### src/common/flash_prot_pkg.sv
/*
  Shared constants for the flash program/erase protection block: register
  byte offsets, bit positions, reset values, event and cause indices and the
  operating-mode enumeration.
  Assumes a 32-bit Avalon-MM register bus with byte addresses.
*/
package flash_prot_pkg;

  localparam int ADDR_W = 5;
  localparam int DATA_W = 32;
  localparam int BE_W = 4;

  // Register byte offsets
  localparam logic [ADDR_W-1:0] OFS_MODE_CTRL = 5'h00;
  localparam logic [ADDR_W-1:0] OFS_ERR_STATUS = 5'h04;
  localparam logic [ADDR_W-1:0] OFS_ERASE_SEL = 5'h08;
  localparam logic [ADDR_W-1:0] OFS_IRQ_STATUS = 5'h0c;
  localparam logic [ADDR_W-1:0] OFS_IRQ_MASK = 5'h10;
  localparam logic [ADDR_W-1:0] OFS_MODE_STATE = 5'h14;

  // flash_mode_ctrl_one fields
  localparam int BIT_PROG_START = 0;
  localparam int BIT_ERASE_START = 1;
  localparam int BIT_WRITE_CHECK = 2;
  localparam int BIT_WASH_CHECK = 3;
  localparam int BIT_SW_WRITE_EN = 6;
  localparam logic [7:0] MODE_CTRL_USED = 8'h4f;
  localparam logic [7:0] MODE_CTRL_RST = 8'h00;

  // flash_error_status_reg fields: fault flag and latched cause
  localparam int BIT_FAULT = 7;
  localparam int NUM_CAUSE = 3;
  localparam int CAUSE_READ = 0;
  localparam int CAUSE_EXCEPT = 1;
  localparam int CAUSE_SLEEP = 2;
  localparam logic [NUM_CAUSE-1:0] CAUSE_RST = 3'h0;

  localparam logic [7:0] ERASE_SEL_RST = 8'h00;

  // Interrupt events
  localparam int NUM_EVT = 3;
  localparam int EVT_FAULT = 0;
  localparam int EVT_HW_ABORT = 1;
  localparam int EVT_REFUSED = 2;
  localparam logic [NUM_EVT-1:0] EVT_RST = 3'h0;

  // Mode state register bits
  localparam int ST_PROGRAM = 0;
  localparam int ST_ERASE = 1;
  localparam int ST_WRITE_CHECK = 2;
  localparam int ST_WASH_CHECK = 3;
  localparam int ST_ERR_PROT = 4;
  localparam int ST_INHIBIT = 5;

  typedef enum logic [2:0] {
    MODE_IDLE,
    MODE_PROGRAM,
    MODE_ERASE,
    MODE_WRITE_CHECK,
    MODE_WASH_CHECK
  } flash_mode_e;

endpackage : flash_prot_pkg

### src/hdl/flash_fault_detect.sv
/*
  Algorithm-violation detector: flags a flash read, exception start or sleep
  instruction seen while program or erase mode is active, and latches the
  fault flag and first cause until reset or a hardware-protection clear.
  Assumes all inputs are synchronous single-clock-domain levels.
*/
`timescale 1ns/100ps
`default_nettype none

module flash_fault_detect
  import flash_prot_pkg::*;
(
  // Clock and reset
  input wire logic clock_i,
  input wire logic reset_i,
  // Qualifiers
  input wire logic op_active_i,
  input wire logic clear_i,
  // Violation sources
  input wire logic flash_read_hit_i,
  input wire logic exception_start_i,
  input wire logic sleep_exec_i,
  // Results
  output logic err_o,
  output logic fault_o,
  output logic [NUM_CAUSE-1:0] cause_o
);

  logic [NUM_CAUSE-1:0] hit;
  logic fault_ff;
  logic [NUM_CAUSE-1:0] cause_ff;

  always_comb begin
    hit = '0;
    hit[CAUSE_READ] = flash_read_hit_i;
    hit[CAUSE_EXCEPT] = exception_start_i;
    hit[CAUSE_SLEEP] = sleep_exec_i;
  end

  // Only a live program or erase counts; a clearing cycle never faults
  assign err_o = op_active_i && !clear_i && (|hit);

  always_ff @(posedge clock_i or posedge reset_i) begin
    if (reset_i) begin
      fault_ff <= 1'b0;
    end else if (clear_i) begin
      fault_ff <= 1'b0;
    end else if (err_o) begin
      fault_ff <= 1'b1;
    end
  end

  // Keep only the first cause so software sees what tripped the lock
  always_ff @(posedge clock_i or posedge reset_i) begin
    if (reset_i) begin
      cause_ff <= CAUSE_RST;
    end else if (clear_i) begin
      cause_ff <= CAUSE_RST;
    end else if (err_o && !fault_ff) begin
      cause_ff <= hit;
    end
  end

  assign fault_o = fault_ff;
  assign cause_o = cause_ff;

endmodule : flash_fault_detect

`default_nettype wire

### src/hdl/prot_irq_unit.sv
/*
  Sticky interrupt status with write-one-to-clear, a mask register and one
  level interrupt output, held off while interrupts are inhibited.
  Assumes one-cycle event pulses and one-cycle write strobes.
*/
`timescale 1ns/100ps
`default_nettype none

module prot_irq_unit #(
  parameter int NUM = 3
) (
  // Clock and reset
  input wire logic clock_i,
  input wire logic reset_i,
  // Events and software access
  input wire logic [NUM-1:0] evt_i,
  input wire logic clr_wr_i,
  input wire logic mask_wr_i,
  input wire logic [NUM-1:0] wdata_i,
  input wire logic inhibit_i,
  // State
  output logic [NUM-1:0] status_o,
  output logic [NUM-1:0] mask_o,
  output logic irq_o
);

  logic [NUM-1:0] status_ff;
  logic [NUM-1:0] mask_ff;

  generate
    if (NUM < 1) begin : g_bad
      $error("prot_irq_unit needs at least one event");
    end
    for (genvar i = 0; i < NUM; i++) begin : g_bit
      // A new event in the clearing cycle keeps the bit set
      always_ff @(posedge clock_i or posedge reset_i) begin
        if (reset_i) begin
          status_ff[i] <= 1'b0;
        end else if (evt_i[i]) begin
          status_ff[i] <= 1'b1;
        end else if (clr_wr_i && wdata_i[i]) begin
          status_ff[i] <= 1'b0;
        end
      end
    end
  endgenerate

  always_ff @(posedge clock_i or posedge reset_i) begin
    if (reset_i) begin
      mask_ff <= '0;
    end else if (mask_wr_i) begin
      mask_ff <= wdata_i;
    end
  end

  assign status_o = status_ff;
  assign mask_o = mask_ff;
  assign irq_o = (|(status_ff & mask_ff)) && !inhibit_i;

endmodule : prot_irq_unit

`default_nettype wire

### src/hdl/flash_prot_ctrl.sv
/*
  Flash program/erase protection controller: mode control, error status and
  erase block select registers on Avalon-MM, mode selection with hardware,
  software and error protection, interrupt inhibit and a protection IRQ.
  Assumes CPU-side event inputs are synchronous pulses or levels on clock_i
  and that reset_i follows the external clear pin after oscillator settling.
*/
// Overview of operation
// - All interrupts, NMI too, are held off during program/erase or boot.
// - Reset, subsleep or standby forcibly stops any program or erase.
// - Those transitions return mode, error and block registers to reset.
// - Cleared software write enable protects every flash block.
// - Under software protection, start bits never enter program or erase.
// - Each block select bit enables one block; zero protects all.
// - A detected violation sets the fault flag and locks error protection.
// - Reading flash while programming or erasing is a violation.
// - Any non-reset exception starting mid operation is a violation.
// - Sleep instruction during program or erase is a violation.
// - Error keeps register contents but stops program or erase at once.
// - In error protection, start bits cannot re-enter program or erase.
// - In error protection, verify bits still select verify modes.
// - Error protection and its flag persist until reset, subsleep or standby; writes can't clear.
// - Mode control selects program, program-verify, erase or erase-verify.
`timescale 1ns/100ps
`default_nettype none

module flash_prot_ctrl
  import flash_prot_pkg::*;
#(
  parameter int NUM_BLOCKS = 8
) (
  // Clock and reset
  input wire logic clock_i,
  input wire logic reset_i,
  // Avalon-MM slave
  input wire logic [ADDR_W-1:0] avs_address_i,
  input wire logic avs_read_i,
  input wire logic avs_write_i,
  input wire logic [DATA_W-1:0] avs_writedata_i,
  input wire logic [BE_W-1:0] avs_byteenable_i,
  output logic [DATA_W-1:0] avs_readdata_o,
  output logic avs_waitrequest_o,
  // Power-mode and CPU activity
  input wire logic subsleep_i,
  input wire logic standby_i,
  input wire logic boot_running_i,
  input wire logic flash_read_hit_i,
  input wire logic exception_start_i,
  input wire logic sleep_exec_i,
  // Flash array control
  output logic program_mode_o,
  output logic erase_mode_o,
  output logic write_check_mode_o,
  output logic wash_check_mode_o,
  output logic [NUM_BLOCKS-1:0] erase_block_en_o,
  // System
  output logic intr_inhibit_o,
  output logic flash_fault_flag_o,
  output logic irq_o
);

  generate
    if (NUM_BLOCKS < 1 || NUM_BLOCKS > 8) begin : g_bad_blocks
      $error("NUM_BLOCKS must be 1 to 8");
    end
  endgenerate

  logic ack_ff;
  logic req;
  logic wr_en;
  logic [7:0] wbyte;
  logic [DATA_W-1:0] readdata_ff;
  logic [DATA_W-1:0] nxt_readdata;

  logic [7:0] mode_ctrl_ff;
  logic [NUM_BLOCKS-1:0] erase_sel_ff;
  flash_mode_e state_ff;
  flash_mode_e nxt_state;

  logic hw_prot;
  logic op_active;
  logic err;
  logic fault;
  logic [NUM_CAUSE-1:0] cause;
  logic software_write_enable;
  logic start_req;
  logic refused;
  logic [NUM_EVT-1:0] evt;
  logic [NUM_EVT-1:0] irq_status;
  logic [NUM_EVT-1:0] irq_mask;
  logic [7:0] mode_state;
  logic [7:0] err_status;

  // Bus: one wait state per access; data is prepared in the wait cycle
  assign req = avs_read_i || avs_write_i;
  assign avs_waitrequest_o = req && !ack_ff;
  assign wr_en = avs_write_i && ack_ff && avs_byteenable_i[0];
  assign wbyte = avs_writedata_i[7:0];

  always_ff @(posedge clock_i or posedge reset_i) begin
    if (reset_i) begin
      ack_ff <= 1'b0;
    end else begin
      ack_ff <= req && !ack_ff;
    end
  end

  // Hardware protection is a level: held as long as the low-power request
  assign hw_prot = subsleep_i || standby_i;
  assign software_write_enable = mode_ctrl_ff[BIT_SW_WRITE_EN];
  assign op_active = (state_ff == MODE_PROGRAM) || (state_ff == MODE_ERASE);

  // Mode control register; low-power entry overrides any write
  always_ff @(posedge clock_i or posedge reset_i) begin
    if (reset_i) begin
      mode_ctrl_ff <= MODE_CTRL_RST;
    end else if (hw_prot) begin
      mode_ctrl_ff <= MODE_CTRL_RST;
    end else if (wr_en && avs_address_i == OFS_MODE_CTRL) begin
      // Bits are kept on error; only the mode itself is cut
      mode_ctrl_ff <= wbyte & MODE_CTRL_USED;
    end
  end

  // Erase block select register
  always_ff @(posedge clock_i or posedge reset_i) begin
    if (reset_i) begin
      erase_sel_ff <= ERASE_SEL_RST[NUM_BLOCKS-1:0];
    end else if (hw_prot) begin
      erase_sel_ff <= ERASE_SEL_RST[NUM_BLOCKS-1:0];
    end else if (wr_en && avs_address_i == OFS_ERASE_SEL) begin
      erase_sel_ff <= wbyte[NUM_BLOCKS-1:0];
    end
  end

  // Mode selection; priority program, erase, then the verify modes
  always_comb begin
    nxt_state = MODE_IDLE;
    if (hw_prot || err) begin
      nxt_state = MODE_IDLE;
    end else if (software_write_enable) begin
      if (mode_ctrl_ff[BIT_PROG_START] && !fault) begin
        nxt_state = MODE_PROGRAM;
      end else if (mode_ctrl_ff[BIT_ERASE_START] && !fault) begin
        nxt_state = MODE_ERASE;
      end else if (mode_ctrl_ff[BIT_WRITE_CHECK]) begin
        nxt_state = MODE_WRITE_CHECK;
      end else if (mode_ctrl_ff[BIT_WASH_CHECK]) begin
        nxt_state = MODE_WASH_CHECK;
      end
    end
  end

  // Error protection keeps fault set, so a restart after an error is
  // blocked even though the start bit still reads back as written
  always_ff @(posedge clock_i or posedge reset_i) begin
    if (reset_i) begin
      state_ff <= MODE_IDLE;
    end else begin
      state_ff <= nxt_state;
    end
  end

  always_comb begin
    program_mode_o = 1'b0;
    erase_mode_o = 1'b0;
    write_check_mode_o = 1'b0;
    wash_check_mode_o = 1'b0;
    unique case (state_ff)
      MODE_IDLE: begin
      end
      MODE_PROGRAM: begin
        program_mode_o = 1'b1;
      end
      MODE_ERASE: begin
        erase_mode_o = 1'b1;
      end
      MODE_WRITE_CHECK: begin
        write_check_mode_o = 1'b1;
      end
      MODE_WASH_CHECK: begin
        wash_check_mode_o = 1'b1;
      end
      default: begin
      end
    endcase
  end

  // Only selected blocks see the erase; an empty select erases nothing.
  // Several selected bits are passed as written; software keeps to one.
  assign erase_block_en_o = erase_mode_o ? erase_sel_ff : '0;

  // Interrupts are held off during program/erase and during boot
  assign intr_inhibit_o = op_active || boot_running_i;

  flash_fault_detect u_fault (
    .clock_i(clock_i),
    .reset_i(reset_i),
    .op_active_i(op_active),
    .clear_i(hw_prot),
    .flash_read_hit_i(flash_read_hit_i),
    .exception_start_i(exception_start_i),
    .sleep_exec_i(sleep_exec_i),
    .err_o(err),
    .fault_o(fault),
    .cause_o(cause)
  );

  assign flash_fault_flag_o = fault;

  // A start written while protected is refused; flag it for software
  assign start_req = wr_en && avs_address_i == OFS_MODE_CTRL &&
    (wbyte[BIT_PROG_START] || wbyte[BIT_ERASE_START]);
  assign refused = start_req &&
    (!wbyte[BIT_SW_WRITE_EN] || fault || hw_prot);

  always_comb begin
    evt = EVT_RST;
    evt[EVT_FAULT] = err;
    evt[EVT_HW_ABORT] = hw_prot && (op_active ||
      mode_ctrl_ff[BIT_PROG_START] || mode_ctrl_ff[BIT_ERASE_START]);
    evt[EVT_REFUSED] = refused;
  end

  prot_irq_unit #(
    .NUM(NUM_EVT)
  ) u_irq (
    .clock_i(clock_i),
    .reset_i(reset_i),
    .evt_i(evt),
    .clr_wr_i(wr_en && avs_address_i == OFS_IRQ_STATUS),
    .mask_wr_i(wr_en && avs_address_i == OFS_IRQ_MASK),
    .wdata_i(wbyte[NUM_EVT-1:0]),
    .inhibit_i(intr_inhibit_o),
    .status_o(irq_status),
    .mask_o(irq_mask),
    .irq_o(irq_o)
  );

  // Status images; writes to the error status are ignored
  always_comb begin
    err_status = 8'h00;
    err_status[BIT_FAULT] = fault;
    err_status[NUM_CAUSE-1:0] = cause;
    mode_state = 8'h00;
    mode_state[ST_PROGRAM] = program_mode_o;
    mode_state[ST_ERASE] = erase_mode_o;
    mode_state[ST_WRITE_CHECK] = write_check_mode_o;
    mode_state[ST_WASH_CHECK] = wash_check_mode_o;
    mode_state[ST_ERR_PROT] = fault;
    mode_state[ST_INHIBIT] = intr_inhibit_o;
  end

  always_comb begin
    nxt_readdata = '0;
    unique case (avs_address_i)
      OFS_MODE_CTRL: nxt_readdata[7:0] = mode_ctrl_ff;
      OFS_ERR_STATUS: nxt_readdata[7:0] = err_status;
      OFS_ERASE_SEL: nxt_readdata[NUM_BLOCKS-1:0] = erase_sel_ff;
      OFS_IRQ_STATUS: nxt_readdata[NUM_EVT-1:0] = irq_status;
      OFS_IRQ_MASK: nxt_readdata[NUM_EVT-1:0] = irq_mask;
      OFS_MODE_STATE: nxt_readdata[7:0] = mode_state;
      default: nxt_readdata = '0;
    endcase
  end

  // Read data is sampled in the wait cycle and held for the answer edge
  always_ff @(posedge clock_i or posedge reset_i) begin
    if (reset_i) begin
      readdata_ff <= '0;
    end else if (avs_read_i && !ack_ff) begin
      readdata_ff <= nxt_readdata;
    end
  end

  assign avs_readdata_o = readdata_ff;

endmodule : flash_prot_ctrl

`default_nettype wire

### config.mk
export PLATFORM = sky130hd
export DESIGN_NAME = flash_prot_ctrl
export DESIGN_NICKNAME = d
export VERILOG_FILES = /design/src/common/flash_prot_pkg.sv /design/src/hdl/flash_fault_detect.sv /design/src/hdl/prot_irq_unit.sv /design/src/hdl/flash_prot_ctrl.sv
export SDC_FILE = /design/constraint.sdc
export NUM_CORES = 1
export LEC_CHECK = 0
export ABC_AREA = 1
export BUFFER_PORTS_ARGS = -buffer_cell sky130_fd_sc_hd__buf_2
export CAP_MARGIN = 0
export CORE_UTILIZATION = 47
export CTS_CLUSTER_DIAMETER = 80
export DETAILED_ROUTE_END_ITERATION = 7
export PLACE_DENSITY_LB_ADDON = 0.2
export SYNTH_ARGS = -nofsm -noshare
export SYNTH_HDL_FRONTEND = slang
export SYNTH_SLANG_ARGS = --single-unit
### constraint.sdc
create_clock -name clock_i -period 1.8 [get_ports clock_i]
set_input_delay 0.54 -clock clock_i [delete_from_list [all_inputs] [get_ports clock_i]]
set_output_delay 0.54 -clock clock_i [all_outputs]
set_load 0.02 [all_outputs]
== Word level (Yosys, flattened, before mapping) ==
Index checks and enable logic that the tools add are counted.
Cells by class
  reductions and logical operators: 45
  equality and inequality tests: 9
  bitwise gates (word level): 1
  multiplexer cells: 27
Operator list (number)
  2-to-1 mux 8 bit: 5
  2-to-1 mux 3 bit: 8
  logical AND 1 bit: 20
  one-hot mux 5 bit (4 select lines): 1
  one-hot mux 3 bit (6 select lines): 1
  nonzero test 2 bit: 7
  2-to-1 mux 1 bit: 12
  == test 5 x 4 -> 1 bit (second input constant): 2
  == test 5 bit (second input constant): 2
  logical OR 1 bit: 10
  == test 3 x 2 -> 1 bit (second input constant): 2
  OR reduction 3 bit: 2
  == test 5 x 3 -> 1 bit (second input constant): 1
  logical NOT 1 bit: 5
  logical NOT 5 bit: 1
  AND 3 bit: 1
  == test 3 x 1 -> 1 bit (second input constant): 1
  == test 3 bit (second input constant): 1
Word-level totals
  register bits: 38
  bits of input ports: 51
  output and inout bits: 48
  logic and storage cells: 93

== Depth between registers and ports, before layout ==
  depth after elaboration: 7
  depth in mapped cells: 9
  gate-level depth less buffers: 9

== Cells and area by module ==
Synthesis repeated with hierarchy kept, for this count alone.
Second synthesis, totals
  cells, all modules: 299
  area total of the unflattened synthesis: 2222.1 um2
Modules (own cells, without submodules)
  flash_prot_ctrl: area each 1746.7 um2, cells each 242, instances 1, seq. area each 625.6 um2
  prot_irq_unit: area each 252.7 um2, cells each 29, instances 1, seq. area each 150.1 um2
  flash_fault_detect: area each 222.7 um2, cells each 28, instances 1, seq. area each 100.1 um2

== Worst setup path after synthesis ==
No wires, ideal clock.
  path kind: flip-flop to output port
  from: register state_ff[1]
  to: output irq_o
  data arrival time: 1.320 ns
  setup slack: -0.060 ns
  data required time: 1.260 ns
  cell stages (with the launch flop): 6
  path buffers: 0
  path through: dfrtp_1 > nand3b_2 > nand2_1 > nor2_1 > inv_1 > a31oi_1
Between the ends
  cells in the longest elaborated chain, start to end: 5
  elaborated cells on any way between the ends: 6
  classes of those cells: 2 x eq/ne; 4 x reduce/logical
Ends and longest elaborated chain
  start, declared: line flash_prot_ctrl.sv:77  | flash_mode_e state_ff;
  start signal, assigned: line flash_prot_ctrl.sv:160  | state_ff <= nxt_state;
  == test 3 x 1 -> 1 bit / == test 3 x 2 -> 1 bit (equally long branches): line flash_prot_ctrl.sv:111  | assign op_active = (state_ff == MODE_PROGRAM) || (state_ff == MODE_ERASE);
  logical OR 1 bit *: line flash_prot_ctrl.sv:111
  logical OR 1 bit *: line flash_prot_ctrl.sv:194  | assign intr_inhibit_o = op_active || boot_running_i;
  net intr_inhibit_o: line flash_prot_ctrl.sv:57  | output logic intr_inhibit_o,
  logical NOT 1 bit *: line prot_irq_unit.sv:58  | assign irq_o = (|(status_ff & mask_ff)) && !inhibit_i;
  logical AND 1 bit *: line prot_irq_unit.sv:58
  end, declared: line flash_prot_ctrl.sv:59  | output logic irq_o
Mark *: on every way through the listed nets, which the timed path passes. The rest lies on a longest branch.

== Final worst setup path ==
  from: register state_ff[1]
  to: output wash_check_mode_o
Between the ends
  cells in the longest elaborated chain, start to end: 2
Ends and longest elaborated chain
  == test 3 bit: line flash_prot_ctrl.sv:169  | unique case (state_ff)
  2-to-1 mux 1 bit: line flash_prot_ctrl.sv:169
  end, declared: line flash_prot_ctrl.sv:54  | output logic wash_check_mode_o,
Every way passes these cells.

==> reports/metrics.yaml <==
run_status:
  status: "finished with violations"
  violations: "negative setup slack"
route:
  drc: 0
  ant_nets: 0
  vias_per_cell: 4.99
  dr.pass1.iters: 4
  drt_iter0_drc: 105
  routed_wl_um: 5080
  route.vias.total: 1947
  wire_per_inst_um: 13.0
yosys:
  synth_top_area_cell: "dfrtp_1"
  synth_warnings: 0
  netlist_area_um2: 2110
  synth_top_area_share_pct: 41.5
  ys_seq_elements: 35
  synthTopCellsByArea: "dfrtp_1 42%, nand2_1 12%, buf_4 8.5%"
  synth_seq_area_share_pct: 41.5
  avgSynthCellArea_um2: 7.59
  syn-instance-count: 278
  synth.distinct_cells: 27
clock_network:
  cts_root_buf: "clkbuf_8"
  cts.path.max_buffers: 2
  cts_sinks: 35
  cts_max_level: 2
  path_clk_slew_ps: 70
  cts.hold.buffers_added: 0
  numCtsBuffers: 5
  cts_tree: "built"
  clock_latency_ps: 290
place:
  dp_slack_ps: 75.4
  place_area_um2: 2360
  place.gp.congestion: 0.865
  dpl.cell_count: 380
  dp_hpwl_um: 3870
  port_buffers: 47
power:
  powerDensity_nw_per_um2: 635
  pwr-share-clk_pct: 34.7
  p_seq_share_pct: 51.2
  switchingPower_mw: 0.477
  internal-power_mw: 1.13
  ir_drop_v: 0.000328
  power.total_mw: 1.61
  cellLeakagePower_nw: 1.34
  combinationalPowerShare_pct: 14.1
  swShare_pct: 29.7
setup_path:
  reg2regPathDepth: 9
  worst_ep_required_time_ps: 1260
  path_cells: "buf_4 -> nor3_1 -> buf_2"
  max_stage_delay_ps: 420
  cp-end-kind: "output pin"
  crit_slowest_cell: "dfrtp_1"
  worstPathArrival_ps: 1350
  crit_path_max_fanout: 3
  path_class: "register to output pin"
  cp-start-kind: "register"
floorplanning:
  start_util_pct: 50.9
  io_pins: 99
  dieArea_um2: 4760
  rows: 23
  die_h_um: 69.0
  die_w_um: 69.0
  core_area_um2: 4140
layout:
  final_cell_area_um2: 2530
  most-common-layout-cells: "67 x nand2_1, 36 x inv_1, 36 x buf_2"
  nets: 390
  syn_to_final_growth_pct: 19.9
  layout-drive-gt1-share_pct: 27.9
  fin_util_pct: 61.1
  nFillCells: 409
  fin_cells: 390
  antenna_cells: 0
  final_common_cell: "nand2_1"
timing:
  setup_ws_ps: -94.7
  setup_viol: 11
  rsz0062_at_grt: "true"
  hold_viol: 0
  fin_worst_skew_ps: 5.81
  min_period_over_period_pct: 105
  max_clock_freq_mhz: 528
  period_minus_slack_ps: 1890
  final_max_slew_viol_count: 0
grt:
  antenna_found_initial: 0
  grtUsageTotal_pct: 23.4
  grt_max_degree: 36
  grt_pass1_vias: 1665
  grt_pass1_wl_um: 7850
  grt_overflow: 0
min_path:
  hold_path.class: "input pin to asynchronous set/reset pin"
flow_run:
  max-cap-violations: 0
## sequential cells by signal, summed over array words and instances (netlist names)
name	count
ack_ff	1
avs_readdata_o	8
erase_sel_ff	8
mode_ctrl_ff	5
state_ff	3
u_fault.cause_o	3
u_fault.fault_o	1
u_irq.mask_o	3
u_irq.status_o	3
## layer usage
layer	global-route usage [%]	wire length (um)	vias to the layer above
li1	-	-	977
met3	3.78	289	7
met2	37.3	2440	71
met4	8.67	76	0
met1	31.7	2270	892
met5	0	0	-
## stage by stage
stage / setup TNS (ps) / hold WS (ps)
CTS: -659 / 348
detailed placement: 0 / 460
global route: -1380 / 399
global placement: 0 / 461
floorplan: 0 / 442
finish: -654 / 335
## worst max-delay path, delay by kind of cell (launching register included)
family | cells | cell delay, ps
flip-flops | 1 | 420
buffers and inverters | 2 | 380
AND/OR/NAND/NOR | 1 | 260
## final timing paths
check | start | endpoint | slack [ps]
max | state_ff[1]$_DFF_PP0_ | wash_check_mode_o | -90
min in group clock_i | avs_readdata_o[6]$_DFFE_PP0P_ | avs_readdata_o[6]$_DFFE_PP0P_ | 470
min | reset_i | avs_readdata_o[4]$_DFFE_PP0P_ | 340
max in group asynchronous | reset_i | mode_ctrl_ff[0]$_DFFE_PP0P_ | 1140
max reg2reg | state_ff[2]$_DFF_PP0_ | u_fault.cause_o[2]$_DFFE_PP0P_ | 420
min reg2reg | avs_readdata_o[6]$_DFFE_PP0P_ | avs_readdata_o[6]$_DFFE_PP0P_ | 470
## cells by family (layout without fill, tap and decap cells)
family	after synthesis	after routing	share of synthesized area, %
simple gates	141	141	32.7
flops	35	35	41.5
buf+inv	68	107	16.8
other cells	1	24	0.178
compound gates	33	33	8.84
## timing repair
item,in CTS,in global routing
endpoints found under the setup margin,11,13
gates resized for setup,18,5
endpoints found under the hold margin,0,0
setup buffers,2,0
pin swaps,2,2
## power groups by stage
stage          Clock (mW)  Sequential [mW]  Combinational [mW]
6_report            0.558            0.822               0.227
5_1_grt             0.602            0.825               0.256
4_1_cts             0.572            0.823               0.226
3_5_place_dp            0            0.838               0.222
3_3_place_gp            0            0.837               0.220
2_1_floorplan           0            0.834               0.185
## layout make-up
type                       count  area (um^2)  share of cell area (%)
inverter                      42          159                    6.28
clock buffer                   5         68.8                    2.72
sequential                    35          876                    34.6
timing repair buffer          57          338                    13.4
multi-input combinational    198         1010                    40.0
tap                           50         62.6                    2.47
clock inverter                 3         15.0                   0.593
## cell usage after synthesis (all sizes together)
| master | number |
|---|---|
| nand2 | 70 |
| dfrtp | 35 |
| buf | 26 |
| nor2 | 30 |
| clkinv | 1 |
| a31oi | 1 |
| inv | 41 |
| o21ai | 19 |
| nand4 | 16 |
| nor3 | 4 |
| conb | 1 |
| o31ai | 1 |
| a21oi | 5 |
| o211ai | 1 |
| o22ai | 6 |
| nand3 | 20 |
| nand3b | 1 |
(Power assumes the default switching activity.)
